[config.mk]
export PLATFORM = sky130hd
export DESIGN_NAME = irq_vector_ctrl
export DESIGN_NICKNAME = d
export VERILOG_FILES = /design/src/verilog/irq_pkg.sv /design/src/verilog/irq_vector_ctrl.sv /design/src/verilog/pin_filter.sv /design/src/verilog/tick_divider.sv
export VERILOG_INCLUDE_DIRS = /design/src /design/src/verilog
export SDC_FILE = /design/constraint.sdc
export NUM_CORES = 1
export LEC_CHECK = 0
export BUFFER_PORTS_ARGS = -buffer_cell sky130_fd_sc_hd__buf_4
export CAP_MARGIN = 20
export CORE_UTILIZATION = 54
export DETAILED_ROUTE_END_ITERATION = 6
export PLACE_DENSITY = 0.8
export SYNTH_ARGS = -nofsm -noshare
export SYNTH_HDL_FRONTEND = slang
export SYNTH_HIERARCHICAL = 1
export SYNTH_SLANG_ARGS = --single-unit
export TNS_END_PERCENT = 20
[constraint.sdc]
create_clock -name aclk -period 2.85 [get_ports aclk]
set_input_delay 0.1425 -clock aclk [delete_from_list [all_inputs] [get_ports aclk]]
set_output_delay 0.1425 -clock aclk [all_outputs]
set_load 0.005 [all_outputs]
[src/verilog/irq_defines.svh]
`ifndef IRQ_DEFINES_SVH
`define IRQ_DEFINES_SVH

// ----------------------------------------
// Register map (byte addresses)
// ----------------------------------------
`define CTRL_OFS 8'h00
`define MASK_OFS 8'h04
`define REQ_OFS 8'h08
`define TEST_OFS 8'h0C

// ----------------------------------------
// Field positions and reset values
// ----------------------------------------
`define CTRL_EI_BIT 0
`define CTRL_DI_BIT 1
`define MASK_RST 10'h3FF
`define SK_BIT 5
`define SKIP_NMI_PIN 4'hA
`define RESP_OKAY 2'h0
`define RESP_SLVERR 2'h2

// ----------------------------------------
// Vectors
// ----------------------------------------
`define NMI_VEC 16'h0004
`define MASK_VEC_BASE 16'h0008
`define TRAP_VEC 16'h0060

// ----------------------------------------
// Timing
// ----------------------------------------
`define CLK_NS 20
`define STATE_NS 20
`define SAMPLE_STATES 4
`define SAMPLE_CLKS (`SAMPLE_STATES * `STATE_NS / `CLK_NS)
`define QUAL_SAMPLES 3
`define ACK_STATES 16
`define ACK_CLKS (`ACK_STATES * `STATE_NS / `CLK_NS)
`define POP_BYTES 3

`endif

[src/verilog/irq_pkg.sv]
package irq_pkg;
   typedef enum logic [2:0] {
      ST_IDLE = 3'h1,
      ST_SAVE = 3'h2,
      ST_RESTORE = 3'h4
   } seq_state_type;
endpackage

[src/verilog/irq_vector_ctrl.sv]
// Register access over AXI4-Lite and the placing of the registers were chosen for this implementation.
`timescale 1ns/100ps
`include "irq_defines.svh"

// Overview of operation
// - Edge-test pins set their flag on a filtered falling edge.
// - Skip test of an edge-test flag clears it.
// - New edge detection needs pin inactive, then active again long enough.
// - Input qualified after three active samples; 8 states reject, 12 pass.
// - NMI flag checked each instruction end regardless of enable; cleared.
// - NMI acknowledge clears global enable, old value not saved.
// - NMI stacks status, PC high, PC low, then jumps to 0004H.
// - Every automatic acknowledge sequence lasts 16 states.
// - NMI right after maskable acknowledge is serviced from its vector.
// - Trap return pops PC low, PC high, then status.
// - NMI flag untestable; NMI pin level testable and unchanged.
// - External flags set after filtering; internal ones set at once.
// - With enable set, unmasked flags start an interrupt cycle.
// - Highest-priority pending request is taken; others stay pending.
// - Acknowledge clears the flag unless both pair members unmasked.
// - Maskable acknowledge clears global enable.
// - Maskable and trap stack status, PC high, PC low, then jump.
// - After enable instruction pending requests are taken by priority.
// - Both pair masks clear: level request is OR of flags.
// - Masked flag waits; clearing depends on partner mask then.
// - Soft trap jumps to 0060H, ignores and keeps global enable.
// - Soft trap runs after a skip; skip bit is stacked set.
// - Eleven sources form six fixed priority levels, each with a vector.
// - Reset and hardware stop set all mask bits.
// - Skip test of a request flag clears it.
// - Rising pin active on rise, falling pin on fall.
module irq_vector_ctrl (
   input wire logic aclk,
   input wire logic aresetn,
   input wire logic [7:0] awaddr,
   input wire logic awvalid,
   output logic awready,
   input wire logic [31:0] wdata,
   input wire logic [3:0] wstrb,
   input wire logic wvalid,
   output logic wready,
   output logic [1:0] bresp,
   output logic bvalid,
   input wire logic bready,
   input wire logic [7:0] araddr,
   input wire logic arvalid,
   output logic arready,
   output logic [31:0] rdata,
   output logic [1:0] rresp,
   output logic rvalid,
   input wire logic rready,
   input wire logic nmi_pin_n,
   input wire logic rise_irq_pin,
   input wire logic fall_irq_pin,
   input wire logic [3:0] edge_test_pins,
   input wire logic hw_stop,
   input wire logic [7:0] int_req,
   input wire logic instr_end,
   input wire logic soft_trap,
   input wire logic trap_return,
   input wire logic enable_irq_instr,
   input wire logic disable_irq_instr,
   input wire logic skip_test,
   input wire logic [3:0] skip_sel,
   output logic skip_result,
   input wire logic [15:0] pc_in,
   input wire logic [7:0] status_in,
   output logic busy,
   output logic stack_push,
   output logic [7:0] stack_wdata,
   output logic stack_pop,
   input wire logic [7:0] stack_rdata,
   output logic pc_load,
   output logic [15:0] pc_out,
   output logic status_load,
   output logic [7:0] status_out
);
   import irq_pkg::*;

   // ----------------------------------------
   // Declarations
   // ----------------------------------------
   seq_state_type st_r;
   seq_state_type st_nxt;
   logic [4:0] cnt_r;
   logic [4:0] cnt_nxt;
   logic sample_tick;
   logic [6:0] raw_act;
   logic [6:0] qual;
   logic [9:0] req_r;
   logic [9:0] req_set;
   logic [9:0] req_clr;
   logic nmi_flag_r;
   logic [3:0] edge_r;
   logic [9:0] mask_r;
   logic [9:0] mask_nxt;
   logic gie_r;
   logic gie_nxt;
   logic [9:0] live;
   logic [4:0] lvl_req;
   logic [2:0] win_lvl;
   logic win_any;
   logic win_shared;
   logic [9:0] ack_clr;
   logic [15:0] mvec;
   logic [15:0] test_vec;
   logic [15:0] test_clr;
   logic ret_go;
   logic trap_go;
   logic end_ok;
   logic nmi_go;
   logic mi_go;
   logic chain_go;
   logic nmi_take;
   logic save_go;
   logic [15:0] go_vec;
   logic [15:0] vec_r;
   logic [15:0] pc_save_r;
   logic [7:0] sw_save_r;
   logic mask_kind_r;
   logic push_nxt;
   logic [7:0] push_byte;
   logic pop_nxt;
   logic load_nxt;
   logic stack_push_r;
   logic [7:0] stack_wdata_r;
   logic stack_pop_r;
   logic pc_load_r;
   logic [15:0] pc_out_r;
   logic status_load_r;
   logic [7:0] status_out_r;
   logic skip_result_r;
   logic aw_got_r;
   logic w_got_r;
   logic [7:0] waddr_r;
   logic [31:0] wdata_r;
   logic [3:0] wstrb_r;
   logic bvalid_r;
   logic [1:0] bresp_r;
   logic rvalid_r;
   logic [31:0] rdata_r;
   logic [1:0] rresp_r;
   logic aw_hs;
   logic w_hs;
   logic do_wr;
   logic [4:0] wr_dec;
   logic [4:0] rd_dec;
   logic [31:0] rd_val;
   logic ctrl_ei;
   logic ctrl_di;
   logic ei_any;
   logic di_any;

   function automatic logic [4:0] reg_dec(input logic [7:0] a);
      logic [4:0] d;
      d = 5'h10;
      case ({a[7:2], 2'b00})
         `CTRL_OFS: d = 5'h01;
         `MASK_OFS: d = 5'h02;
         `REQ_OFS: d = 5'h04;
         `TEST_OFS: d = 5'h08;
         default: d = 5'h10;
      endcase
      return d;
   endfunction

   // ----------------------------------------
   // Pin qualification
   // ----------------------------------------
   tick_divider #(.DIV(`SAMPLE_CLKS)) u_div (
      .aclk(aclk),
      .aresetn(aresetn),
      .tick(sample_tick)
   );

   // Bit 0 rise pin, 1 fall pin, 2 NMI pin, 6..3 edge-test pins
   assign raw_act = {~edge_test_pins, ~nmi_pin_n, ~fall_irq_pin,
                     rise_irq_pin};

   for (genvar g = 0; g < 7; g++) begin : g_filt
      pin_filter #(.SAMPLES(`QUAL_SAMPLES)) u_filt (
         .aclk(aclk),
         .aresetn(aresetn),
         .sample_tick(sample_tick),
         .active(raw_act[g]),
         .qualified(qual[g])
      );
   end

   // ----------------------------------------
   // Priority and acknowledge decode
   // ----------------------------------------
   // Pairs (0,1) (2,3) (4,5) (6,7) (8,9) are levels 2..6
   assign req_set = {int_req[7:2], qual[1], qual[0], int_req[1:0]};
   assign live = req_r & ~mask_r;

   always_comb begin
      win_lvl = 3'h0;
      win_any = 1'b0;
      win_shared = 1'b0;
      ack_clr = 10'h000;
      for (int i = 0; i < 5; i++) begin
         lvl_req[i] = live[2*i] | live[2*i+1];
      end
      for (int i = 4; i >= 0; i--) begin
         if (lvl_req[i]) begin
            win_lvl = 3'(i);
            win_any = 1'b1;
         end
      end
      for (int i = 0; i < 5; i++) begin
         if (3'(i) == win_lvl) begin
            win_shared = ~mask_r[2*i] & ~mask_r[2*i+1];
            ack_clr[2*i] = live[2*i] & ~win_shared;
            ack_clr[2*i+1] = live[2*i+1] & ~win_shared;
         end
      end
   end

   assign mvec = `MASK_VEC_BASE + {10'h000, win_lvl, 3'h0};

   // ----------------------------------------
   // Skip test
   // ----------------------------------------
   // The NMI flag has no slot; the pin level sits at index 10
   assign test_vec = {1'b0, edge_r, nmi_pin_n, req_r};
   assign test_clr = skip_test ?
                     ((16'h0001 << skip_sel) & 16'h7BFF) : 16'h0000;

   // ----------------------------------------
   // Sequencer decode
   // ----------------------------------------
   assign ret_go = (st_r == ST_IDLE) && trap_return;
   assign trap_go = (st_r == ST_IDLE) && soft_trap && !trap_return;
   assign end_ok = (st_r == ST_IDLE) && instr_end && !trap_return &&
                   !soft_trap;
   assign nmi_go = end_ok && nmi_flag_r;
   assign mi_go = end_ok && !nmi_flag_r && gie_r && win_any;
   assign chain_go = (st_r == ST_SAVE) && pc_load_r && mask_kind_r &&
                     nmi_flag_r;
   assign nmi_take = nmi_go | chain_go;
   assign save_go = nmi_take | mi_go | trap_go;
   assign go_vec = nmi_take ? `NMI_VEC :
                   (mi_go ? mvec : `TRAP_VEC);

   assign req_clr = (mi_go ? ack_clr : 10'h000) | test_clr[9:0];

   assign ei_any = enable_irq_instr | ctrl_ei;
   assign di_any = disable_irq_instr | ctrl_di | hw_stop;
   // Soft trap is absent here, so it leaves the enable alone
   assign gie_nxt = (gie_r | ei_any) &
                    ~(di_any | nmi_take | mi_go);

   always_comb begin
      st_nxt = st_r;
      unique case (st_r)
         ST_IDLE: begin
            if (ret_go) st_nxt = ST_RESTORE;
            else if (save_go) st_nxt = ST_SAVE;
         end
         ST_SAVE: begin
            if (pc_load_r && !chain_go) st_nxt = ST_IDLE;
         end
         ST_RESTORE: begin
            if (pc_load_r) st_nxt = ST_IDLE;
         end
         default: st_nxt = ST_IDLE;
      endcase
   end

   assign cnt_nxt = (save_go | ret_go) ? 5'h00 : 5'(cnt_r + 1'b1);
   assign push_nxt = (st_r == ST_SAVE) && (cnt_r < 5'(`POP_BYTES));
   assign push_byte = (cnt_r == 5'h00) ? sw_save_r :
                      ((cnt_r == 5'h01) ? pc_save_r[15:8] :
                      pc_save_r[7:0]);
   assign pop_nxt = (st_r == ST_RESTORE) && (cnt_r < 5'(`POP_BYTES));
   assign load_nxt = ((st_r == ST_SAVE) &&
                      (cnt_r == 5'(`ACK_CLKS - 2))) ||
                     ((st_r == ST_RESTORE) &&
                      (cnt_r == 5'(`POP_BYTES + 1)));

   // ----------------------------------------
   // Flags, mask and enable
   // ----------------------------------------
   assign mask_nxt = hw_stop ? `MASK_RST : {
      (wr_dec[1] && do_wr && wstrb_r[1]) ? wdata_r[9:8] : mask_r[9:8],
      (wr_dec[1] && do_wr && wstrb_r[0]) ? wdata_r[7:0] : mask_r[7:0]};

   always_ff @(posedge aclk) begin
      if (!aresetn) begin
         req_r <= 10'h000;
         nmi_flag_r <= 1'b0;
         edge_r <= 4'h0;
         mask_r <= `MASK_RST;
         gie_r <= 1'b0;
      end else begin
         req_r <= (req_r & ~req_clr) | req_set;
         nmi_flag_r <= (nmi_flag_r & ~nmi_take) | qual[2];
         edge_r <= (edge_r & ~test_clr[14:11]) | qual[6:3];
         mask_r <= mask_nxt;
         gie_r <= gie_nxt;
      end
   end

   // ----------------------------------------
   // Sequencer registers
   // ----------------------------------------
   always_ff @(posedge aclk) begin
      if (!aresetn) begin
         st_r <= ST_IDLE;
         cnt_r <= 5'h00;
      end else begin
         st_r <= st_nxt;
         cnt_r <= cnt_nxt;
      end
   end

   always_ff @(posedge aclk) begin
      if (!aresetn) begin
         vec_r <= 16'h0000;
         pc_save_r <= 16'h0000;
         sw_save_r <= 8'h00;
         mask_kind_r <= 1'b0;
      end else if (save_go) begin
         vec_r <= go_vec;
         pc_save_r <= chain_go ? pc_out_r : pc_in;
         sw_save_r <= status_in;
         mask_kind_r <= mi_go;
      end
   end

   always_ff @(posedge aclk) begin
      if (!aresetn) begin
         stack_push_r <= 1'b0;
         stack_wdata_r <= 8'h00;
         stack_pop_r <= 1'b0;
         pc_load_r <= 1'b0;
         status_load_r <= 1'b0;
         skip_result_r <= 1'b0;
      end else begin
         stack_push_r <= push_nxt;
         if (push_nxt) stack_wdata_r <= push_byte;
         stack_pop_r <= pop_nxt;
         pc_load_r <= load_nxt;
         status_load_r <= load_nxt && (st_r == ST_RESTORE);
         if (skip_test) skip_result_r <= test_vec[skip_sel];
      end
   end

   // Pops come back low byte, high byte, status
   always_ff @(posedge aclk) begin
      if (!aresetn) begin
         pc_out_r <= 16'h0000;
         status_out_r <= 8'h00;
      end else if (load_nxt && st_r == ST_SAVE) begin
         pc_out_r <= vec_r;
      end else if (stack_pop_r) begin
         if (cnt_r == 5'h01) pc_out_r[7:0] <= stack_rdata;
         if (cnt_r == 5'h02) pc_out_r[15:8] <= stack_rdata;
         if (cnt_r == 5'h03) status_out_r <= stack_rdata;
      end
   end

   assign busy = (st_r != ST_IDLE);
   assign stack_push = stack_push_r;
   assign stack_wdata = stack_wdata_r;
   assign stack_pop = stack_pop_r;
   assign pc_load = pc_load_r;
   assign pc_out = pc_out_r;
   assign status_load = status_load_r;
   assign status_out = status_out_r;
   assign skip_result = skip_result_r;

   // ----------------------------------------
   // AXI4-Lite slave
   // ----------------------------------------
   assign awready = !aw_got_r && !bvalid_r;
   assign wready = !w_got_r && !bvalid_r;
   assign aw_hs = awvalid && awready;
   assign w_hs = wvalid && wready;
   assign do_wr = aw_got_r && w_got_r;
   assign wr_dec = reg_dec(waddr_r);
   assign ctrl_ei = do_wr && wr_dec[0] && wstrb_r[0] &&
                    wdata_r[`CTRL_EI_BIT];
   assign ctrl_di = do_wr && wr_dec[0] && wstrb_r[0] &&
                    wdata_r[`CTRL_DI_BIT];
   assign bvalid = bvalid_r;
   assign bresp = bresp_r;

   always_ff @(posedge aclk) begin
      if (!aresetn) begin
         aw_got_r <= 1'b0;
         waddr_r <= 8'h00;
      end else if (aw_hs) begin
         aw_got_r <= 1'b1;
         waddr_r <= awaddr;
      end else if (do_wr) begin
         aw_got_r <= 1'b0;
      end
   end

   always_ff @(posedge aclk) begin
      if (!aresetn) begin
         w_got_r <= 1'b0;
         wdata_r <= 32'h00000000;
         wstrb_r <= 4'h0;
      end else if (w_hs) begin
         w_got_r <= 1'b1;
         wdata_r <= wdata;
         wstrb_r <= wstrb;
      end else if (do_wr) begin
         w_got_r <= 1'b0;
      end
   end

   always_ff @(posedge aclk) begin
      if (!aresetn) begin
         bvalid_r <= 1'b0;
         bresp_r <= `RESP_OKAY;
      end else if (do_wr) begin
         bvalid_r <= 1'b1;
         bresp_r <= wr_dec[4] ? `RESP_SLVERR : `RESP_OKAY;
      end else if (bready) begin
         bvalid_r <= 1'b0;
      end
   end

   assign arready = !rvalid_r;
   assign rd_dec = reg_dec(araddr);
   assign rd_val = ({32{rd_dec[0]}} & {30'h0, busy, gie_r}) |
                   ({32{rd_dec[1]}} & {22'h0, mask_r}) |
                   ({32{rd_dec[2]}} & {21'h0, nmi_flag_r, req_r}) |
                   ({32{rd_dec[3]}} & {27'h0, edge_r, nmi_pin_n});
   assign rvalid = rvalid_r;
   assign rdata = rdata_r;
   assign rresp = rresp_r;

   always_ff @(posedge aclk) begin
      if (!aresetn) begin
         rvalid_r <= 1'b0;
         rdata_r <= 32'h00000000;
         rresp_r <= `RESP_OKAY;
      end else if (arvalid && arready) begin
         rvalid_r <= 1'b1;
         rdata_r <= rd_val;
         rresp_r <= rd_dec[4] ? `RESP_SLVERR : `RESP_OKAY;
      end else if (rready) begin
         rvalid_r <= 1'b0;
      end
   end

   // ----------------------------------------
   // Assertions
   // ----------------------------------------
   property p_ack_len;
      @(posedge aclk) disable iff (!aresetn)
      save_go |-> ##16 pc_load;
   endproperty
   a_ack_len: assert property (p_ack_len)
      else $error("acknowledge did not load PC after 16 states");

   property p_nmi_ack;
      @(posedge aclk) disable iff (!aresetn)
      nmi_go && !qual[2] |=> !nmi_flag_r && !gie_r;
   endproperty
   a_nmi_ack: assert property (p_nmi_ack)
      else $error("NMI acknowledge left flag or enable set");

   property p_push_order;
      @(posedge aclk) disable iff (!aresetn)
      save_go && !chain_go |-> ##2
         (stack_push && stack_wdata == $past(status_in, 2)) ##1
         (stack_push && stack_wdata == $past(pc_in[15:8], 3)) ##1
         (stack_push && stack_wdata == $past(pc_in[7:0], 4)) ##1
         !stack_push;
   endproperty
   a_push_order: assert property (p_push_order)
      else $error("stack push order wrong");

   property p_trap_vec;
      @(posedge aclk) disable iff (!aresetn)
      trap_go |-> ##16 (pc_load && pc_out == `TRAP_VEC);
   endproperty
   a_trap_vec: assert property (p_trap_vec)
      else $error("soft trap vector wrong");

   property p_trap_gie;
      @(posedge aclk) disable iff (!aresetn)
      trap_go && !ei_any && !di_any |=> gie_r == $past(gie_r);
   endproperty
   a_trap_gie: assert property (p_trap_gie)
      else $error("soft trap changed the global enable");

   property p_trap_skip;
      @(posedge aclk) disable iff (!aresetn)
      trap_go && status_in[`SK_BIT] |-> ##2 stack_wdata[`SK_BIT];
   endproperty
   a_trap_skip: assert property (p_trap_skip)
      else $error("skip bit not stacked on soft trap");

   property p_ret_order;
      @(posedge aclk) disable iff (!aresetn)
      ret_go |=> ##1 stack_pop [*3] ##2 (pc_load && status_load);
   endproperty
   a_ret_order: assert property (p_ret_order)
      else $error("trap return pop sequence wrong");

   property p_skip_clr;
      @(posedge aclk) disable iff (!aresetn)
      skip_test |=>
         ((req_r & $past(test_clr[9:0]) & ~$past(req_set)) == 10'h000);
   endproperty
   a_skip_clr: assert property (p_skip_clr)
      else $error("tested request flag not cleared");

   property p_pin_test;
      @(posedge aclk) disable iff (!aresetn)
      skip_test && skip_sel == `SKIP_NMI_PIN |=>
         skip_result == $past(nmi_pin_n);
   endproperty
   a_pin_test: assert property (p_pin_test)
      else $error("NMI pin test result wrong");

   property p_masked;
      @(posedge aclk) disable iff (!aresetn)
      end_ok && !nmi_flag_r && (live == 10'h000 || !gie_r) |=>
         st_r == ST_IDLE;
   endproperty
   a_masked: assert property (p_masked)
      else $error("interrupt started without unmasked request");

   property p_shared;
      @(posedge aclk) disable iff (!aresetn)
      mi_go && win_shared && !skip_test |=>
         req_r == ($past(req_r) | $past(req_set));
   endproperty
   a_shared: assert property (p_shared)
      else $error("shared-level flag cleared on acknowledge");

   property p_stop_mask;
      @(posedge aclk) disable iff (!aresetn)
      hw_stop |=> mask_r == `MASK_RST && !gie_r;
   endproperty
   a_stop_mask: assert property (p_stop_mask)
      else $error("hardware stop did not mask all sources");
endmodule // irq_vector_ctrl

[src/verilog/pin_filter.sv]
`timescale 1ns/100ps
module pin_filter #(
   parameter int SAMPLES = 3
) (
   input wire logic aclk,
   input wire logic aresetn,
   input wire logic sample_tick,
   input wire logic active,
   output logic qualified
);
   localparam int W = $clog2(SAMPLES + 1);
   logic [W-1:0] run_r;
   logic armed_r;
   logic qualified_r;
   logic fire;

   // Fires once per run of SAMPLES active samples; rearms on inactive
   assign fire = sample_tick && active && armed_r &&
                 (run_r == W'(SAMPLES - 1));
   assign qualified = qualified_r;

   always_ff @(posedge aclk) begin
      if (!aresetn) begin
         run_r <= '0;
         armed_r <= 1'b0;
         qualified_r <= 1'b0;
      end else begin
         qualified_r <= fire;
         if (sample_tick && !active) begin
            run_r <= '0;
            armed_r <= 1'b1;
         end else if (sample_tick && run_r != W'(SAMPLES)) begin
            run_r <= W'(run_r + 1'b1);
         end
         if (fire) armed_r <= 1'b0;
      end
   end
endmodule // pin_filter

[src/verilog/tick_divider.sv]
`timescale 1ns/100ps
module tick_divider #(
   parameter int DIV = 4
) (
   input wire logic aclk,
   input wire logic aresetn,
   output logic tick
);
   localparam int W = (DIV > 1) ? $clog2(DIV) : 1;
   logic [W-1:0] cnt_r;
   logic [W-1:0] cnt_nxt;

   assign tick = (cnt_r == W'(DIV - 1));
   assign cnt_nxt = tick ? '0 : W'(cnt_r + 1'b1);

   always_ff @(posedge aclk) begin
      if (!aresetn) cnt_r <= '0;
      else cnt_r <= cnt_nxt;
   end
endmodule // tick_divider
==> flow_summary.yaml <==
run_status:
  status: "completed"
sta:
  finalCriticalPeriod_ps: 2590
  fmax_mhz: 386
  hold_viol: 0
  finalSetupViolations: 0
  relSlewSlack_pct: 40.7
  fin_crit_sh_pct: 90.8
  clock-skew-final_ps: 10.0
  setup_tns_ps: 0
  drv_slew: 0
  worst_pin_slew_ps: 889
  rsz0062_at_grt: "no"
synthesis:
  syn_area_mm2: 0.00778
  synth.yosys.seq_area_share_pct: 42.7
  synth_top_area_cell: "dfxtp_1"
  synthCells: 856
  yosysMostFrequentCell: "dfxtp_1"
  async_reset_ff_share_pct: 0
  synth_top_cell_area_share_pct: 42.7
  ys.flop_type: "dfxtp_1"
  ys_ff_latch: 166
  synthDistinctLibCells: 62
  synth_area_leaders: "dfxtp_1, mux2i_1, nand2_1"
  yosysWarnings: 6
  synth.avg_cell_area_um2: 9.09
  ys_top_cells_by_count: "dfxtp_1, nand2_1, nor2_1"
  synth_edf_count: 0
global_route:
  antenna_found_initial: 0
  grt_overflow: 0
  grt_pass1_vias: 6400
  grt_usage_pct: 27.3
  busiest_layer: "met2"
  grt_use_met3_pct: 5.57
  grtUsageMet2_pct: 46.9
  grt_start_max_net_pins: 75
  grt_pass1_wl_mm: 31.3
  grt_use_met1_pct: 32.9
worst_hold_path:
  hold_start: "int_req[6]"
  min_path_type: "input port to flip-flop"
  hold_depth: 3
  hold_path_end: "req_r[8]"
drt:
  drc_errors: 0
  vias: 6836
  dr.pass1.iters: 5
  avgViaCountPerCell: 5.59
  drt-initial-drc-count: 510
  totalWireLength_mm: 20.1
  wl_per_cell_um: 16.4
  ant_nets: 0
power:
  vdd_drop_max_mv: 0.451
  sequentialPowerShare_pct: 44.7
  cellPowerDensity_mw_per_mm2: 559
  p_int_w: 0.00422
  swShare_pct: 23.8
  p_sw_w: 0.00132
  power.leakage_nw: 4.33
  power.total_w: 0.00554
  p_clk_share_pct: 43.4
  pwr-share-comb_pct: 11.9
finish:
  instances_no_fill: 1222
  drive_gt1_share_pct: 20.2
  nFillCells: 1050
  area_growth_pct: 27.5
  antenna_cells: 0
  nets: 1171
setup_path:
  critPathLaunchType: "flip-flop"
  crit_path_max_fanout: 18
  r2r_setup_slack_ps: 260
  r2r_end: "pc_save_r[1]"
  cp-end-kind: "flip-flop"
  crit_required_ps: 3110
  worstRegToRegCells: 5
  worstReg2RegStart: "st_r[0]"
  crit_type: "flip-flop to flip-flop"
  worstPathArrival_ps: 2850
place:
  io_buffers: 144
  dp.cells: 1146
  post-dp-hpwl_mm: 13.5
  place_congestion: 0.870
clock_tree:
  numCtsBuffers: 17
  cts-root-buf: "clkbuf_16"
  cts_tree: "done"
  cts_sinks: 166
  cts.clk_slew.worst_paths_ps: 60
  clock_latency_ps: 430
  cts_max_level: 4
  postCtsSetupBuffers: 0
  clockBufferDepth: 2
flow_run:
  drv_cap: 0
floorplanning:
  die_h_um: 122
  fp.dieW_um: 122
  start_util_pct: 55.6
  fp.dieArea_mm2: 0.0149
  core_region_area_mm2: 0.0140
  num_rows: 43
  ios: 196
-- metal layers --
layer  part of all wire (%)  vias to the layer above
met5                      0                        -
met4                    2.9                        0
met3                    4.8                       44
met2                     50                      210
met1                     42                     3272
li1                       -                     3310
-- repair_timing --
item,4_1_cts,5_1_grt
hold buffers,45,0
hold endpoints to repair,54,0
gates resized for setup,0,0
-- registers in the layout, summed over array words and instances, names as in the netlist, 6 cells and up --
name / count
wdata_r: 10
mask_r: 10
waddr_r: 6
g_filt.u_filt/run_r: 14
pc_save_r: 16
status_out: 8
pc_out: 16
req_r: 10
rdata: 11
g_filt.u_filt/armed_r: 7
g_filt.u_filt/qualified: 7
stack_wdata: 8
sw_save_r: 8
-- cell families after synthesis --
family                   count (synthesis)  synth area share [%]
multiplexers                            82                  11.4
XOR/XNOR                                 4                 0.450
buffers and inverters                  102                  6.57
AO/OA/AOI/OAI                          175                  15.9
other                                    1                0.0482
AND/OR/NAND/NOR                        302                  19.0
adder cells (fa/ha/maj)                 24                  3.86
flip-flops                             166                  42.7
-- power by group through the flow --
stage                     clock network, W  logic (W)  registers [W]
after floorplan                          0   0.000402        0.00251
after global placement                   0   0.000579        0.00252
after detailed placement                 0   0.000592        0.00253
after CTS                          0.00243   0.000647        0.00248
after global routing               0.00255   0.000719        0.00249
final                              0.00241   0.000658        0.00248
-- worst max path at each step --
stage                     startpoint      endpoint  slack [ps]  depth (start not counted)
after global placement       st_r[0]       st_r[0]         430                          5
after detailed placement     st_r[0]  pc_save_r[1]         300                          5
after global routing         st_r[0]  pc_save_r[1]          50                          5
after floorplan              st_r[1]       st_r[0]         940                          7
final                        st_r[0]  pc_save_r[1]         260                          5
after CTS                    st_r[0]  pc_save_r[1]         300                          5
-- cells in the final DEF, fill, tap and decap left out, types with 22 or more instances in the layout --
cell type and instances:
a211oi_1 22, nor3_1 23, dfxtp_1 166, buf_4 150, nand2b_1 27, inv_1 39
conb_1 23, nor2_1 81, a21oi_1 61, mux2i_1 74, ha_1 24, nand2_1 100
dlygate4sd3_1 45
-- per-stage QoR --
stage | hold WS [ps] | utilization (%) | setup slack [ps] | instance area, um2
final | 23.0 | 70.9 | 261 | 9920
after detailed placement | 330 | 63.3 | 302 | 8860
after CTS | 1.03 | 70.9 | 302 | 9920
after global placement | 333 | 63.3 | 425 | 8860
after global routing | 13.9 | 70.9 | 53.2 | 9920
after floorplan | 242 | - | 944 | 7870
-- layout make-up --
cell class | instances | area [um2] | area share [%]
Clock buffer | 22 | 464 | 4.68
Clock inverter | 9 | 150 | 1.51
Inverter | 40 | 150 | 1.51
Multi-Input combinational cell | 610 | 4030 | 40.6
Sequential cell | 166 | 3320 | 33.5
Tap cell | 180 | 225 | 2.27
Timing Repair Buffer | 195 | 1580 | 15.9
-- critical path, cell delays in order, from the launching register on --
cell,delay [ps]
dfxtp_1,440
nor3b_2,420
nand4_2,260
o21ai_4,490
or2_1,630
a211oi_1,180
Power figures use the tool's default switching activity.
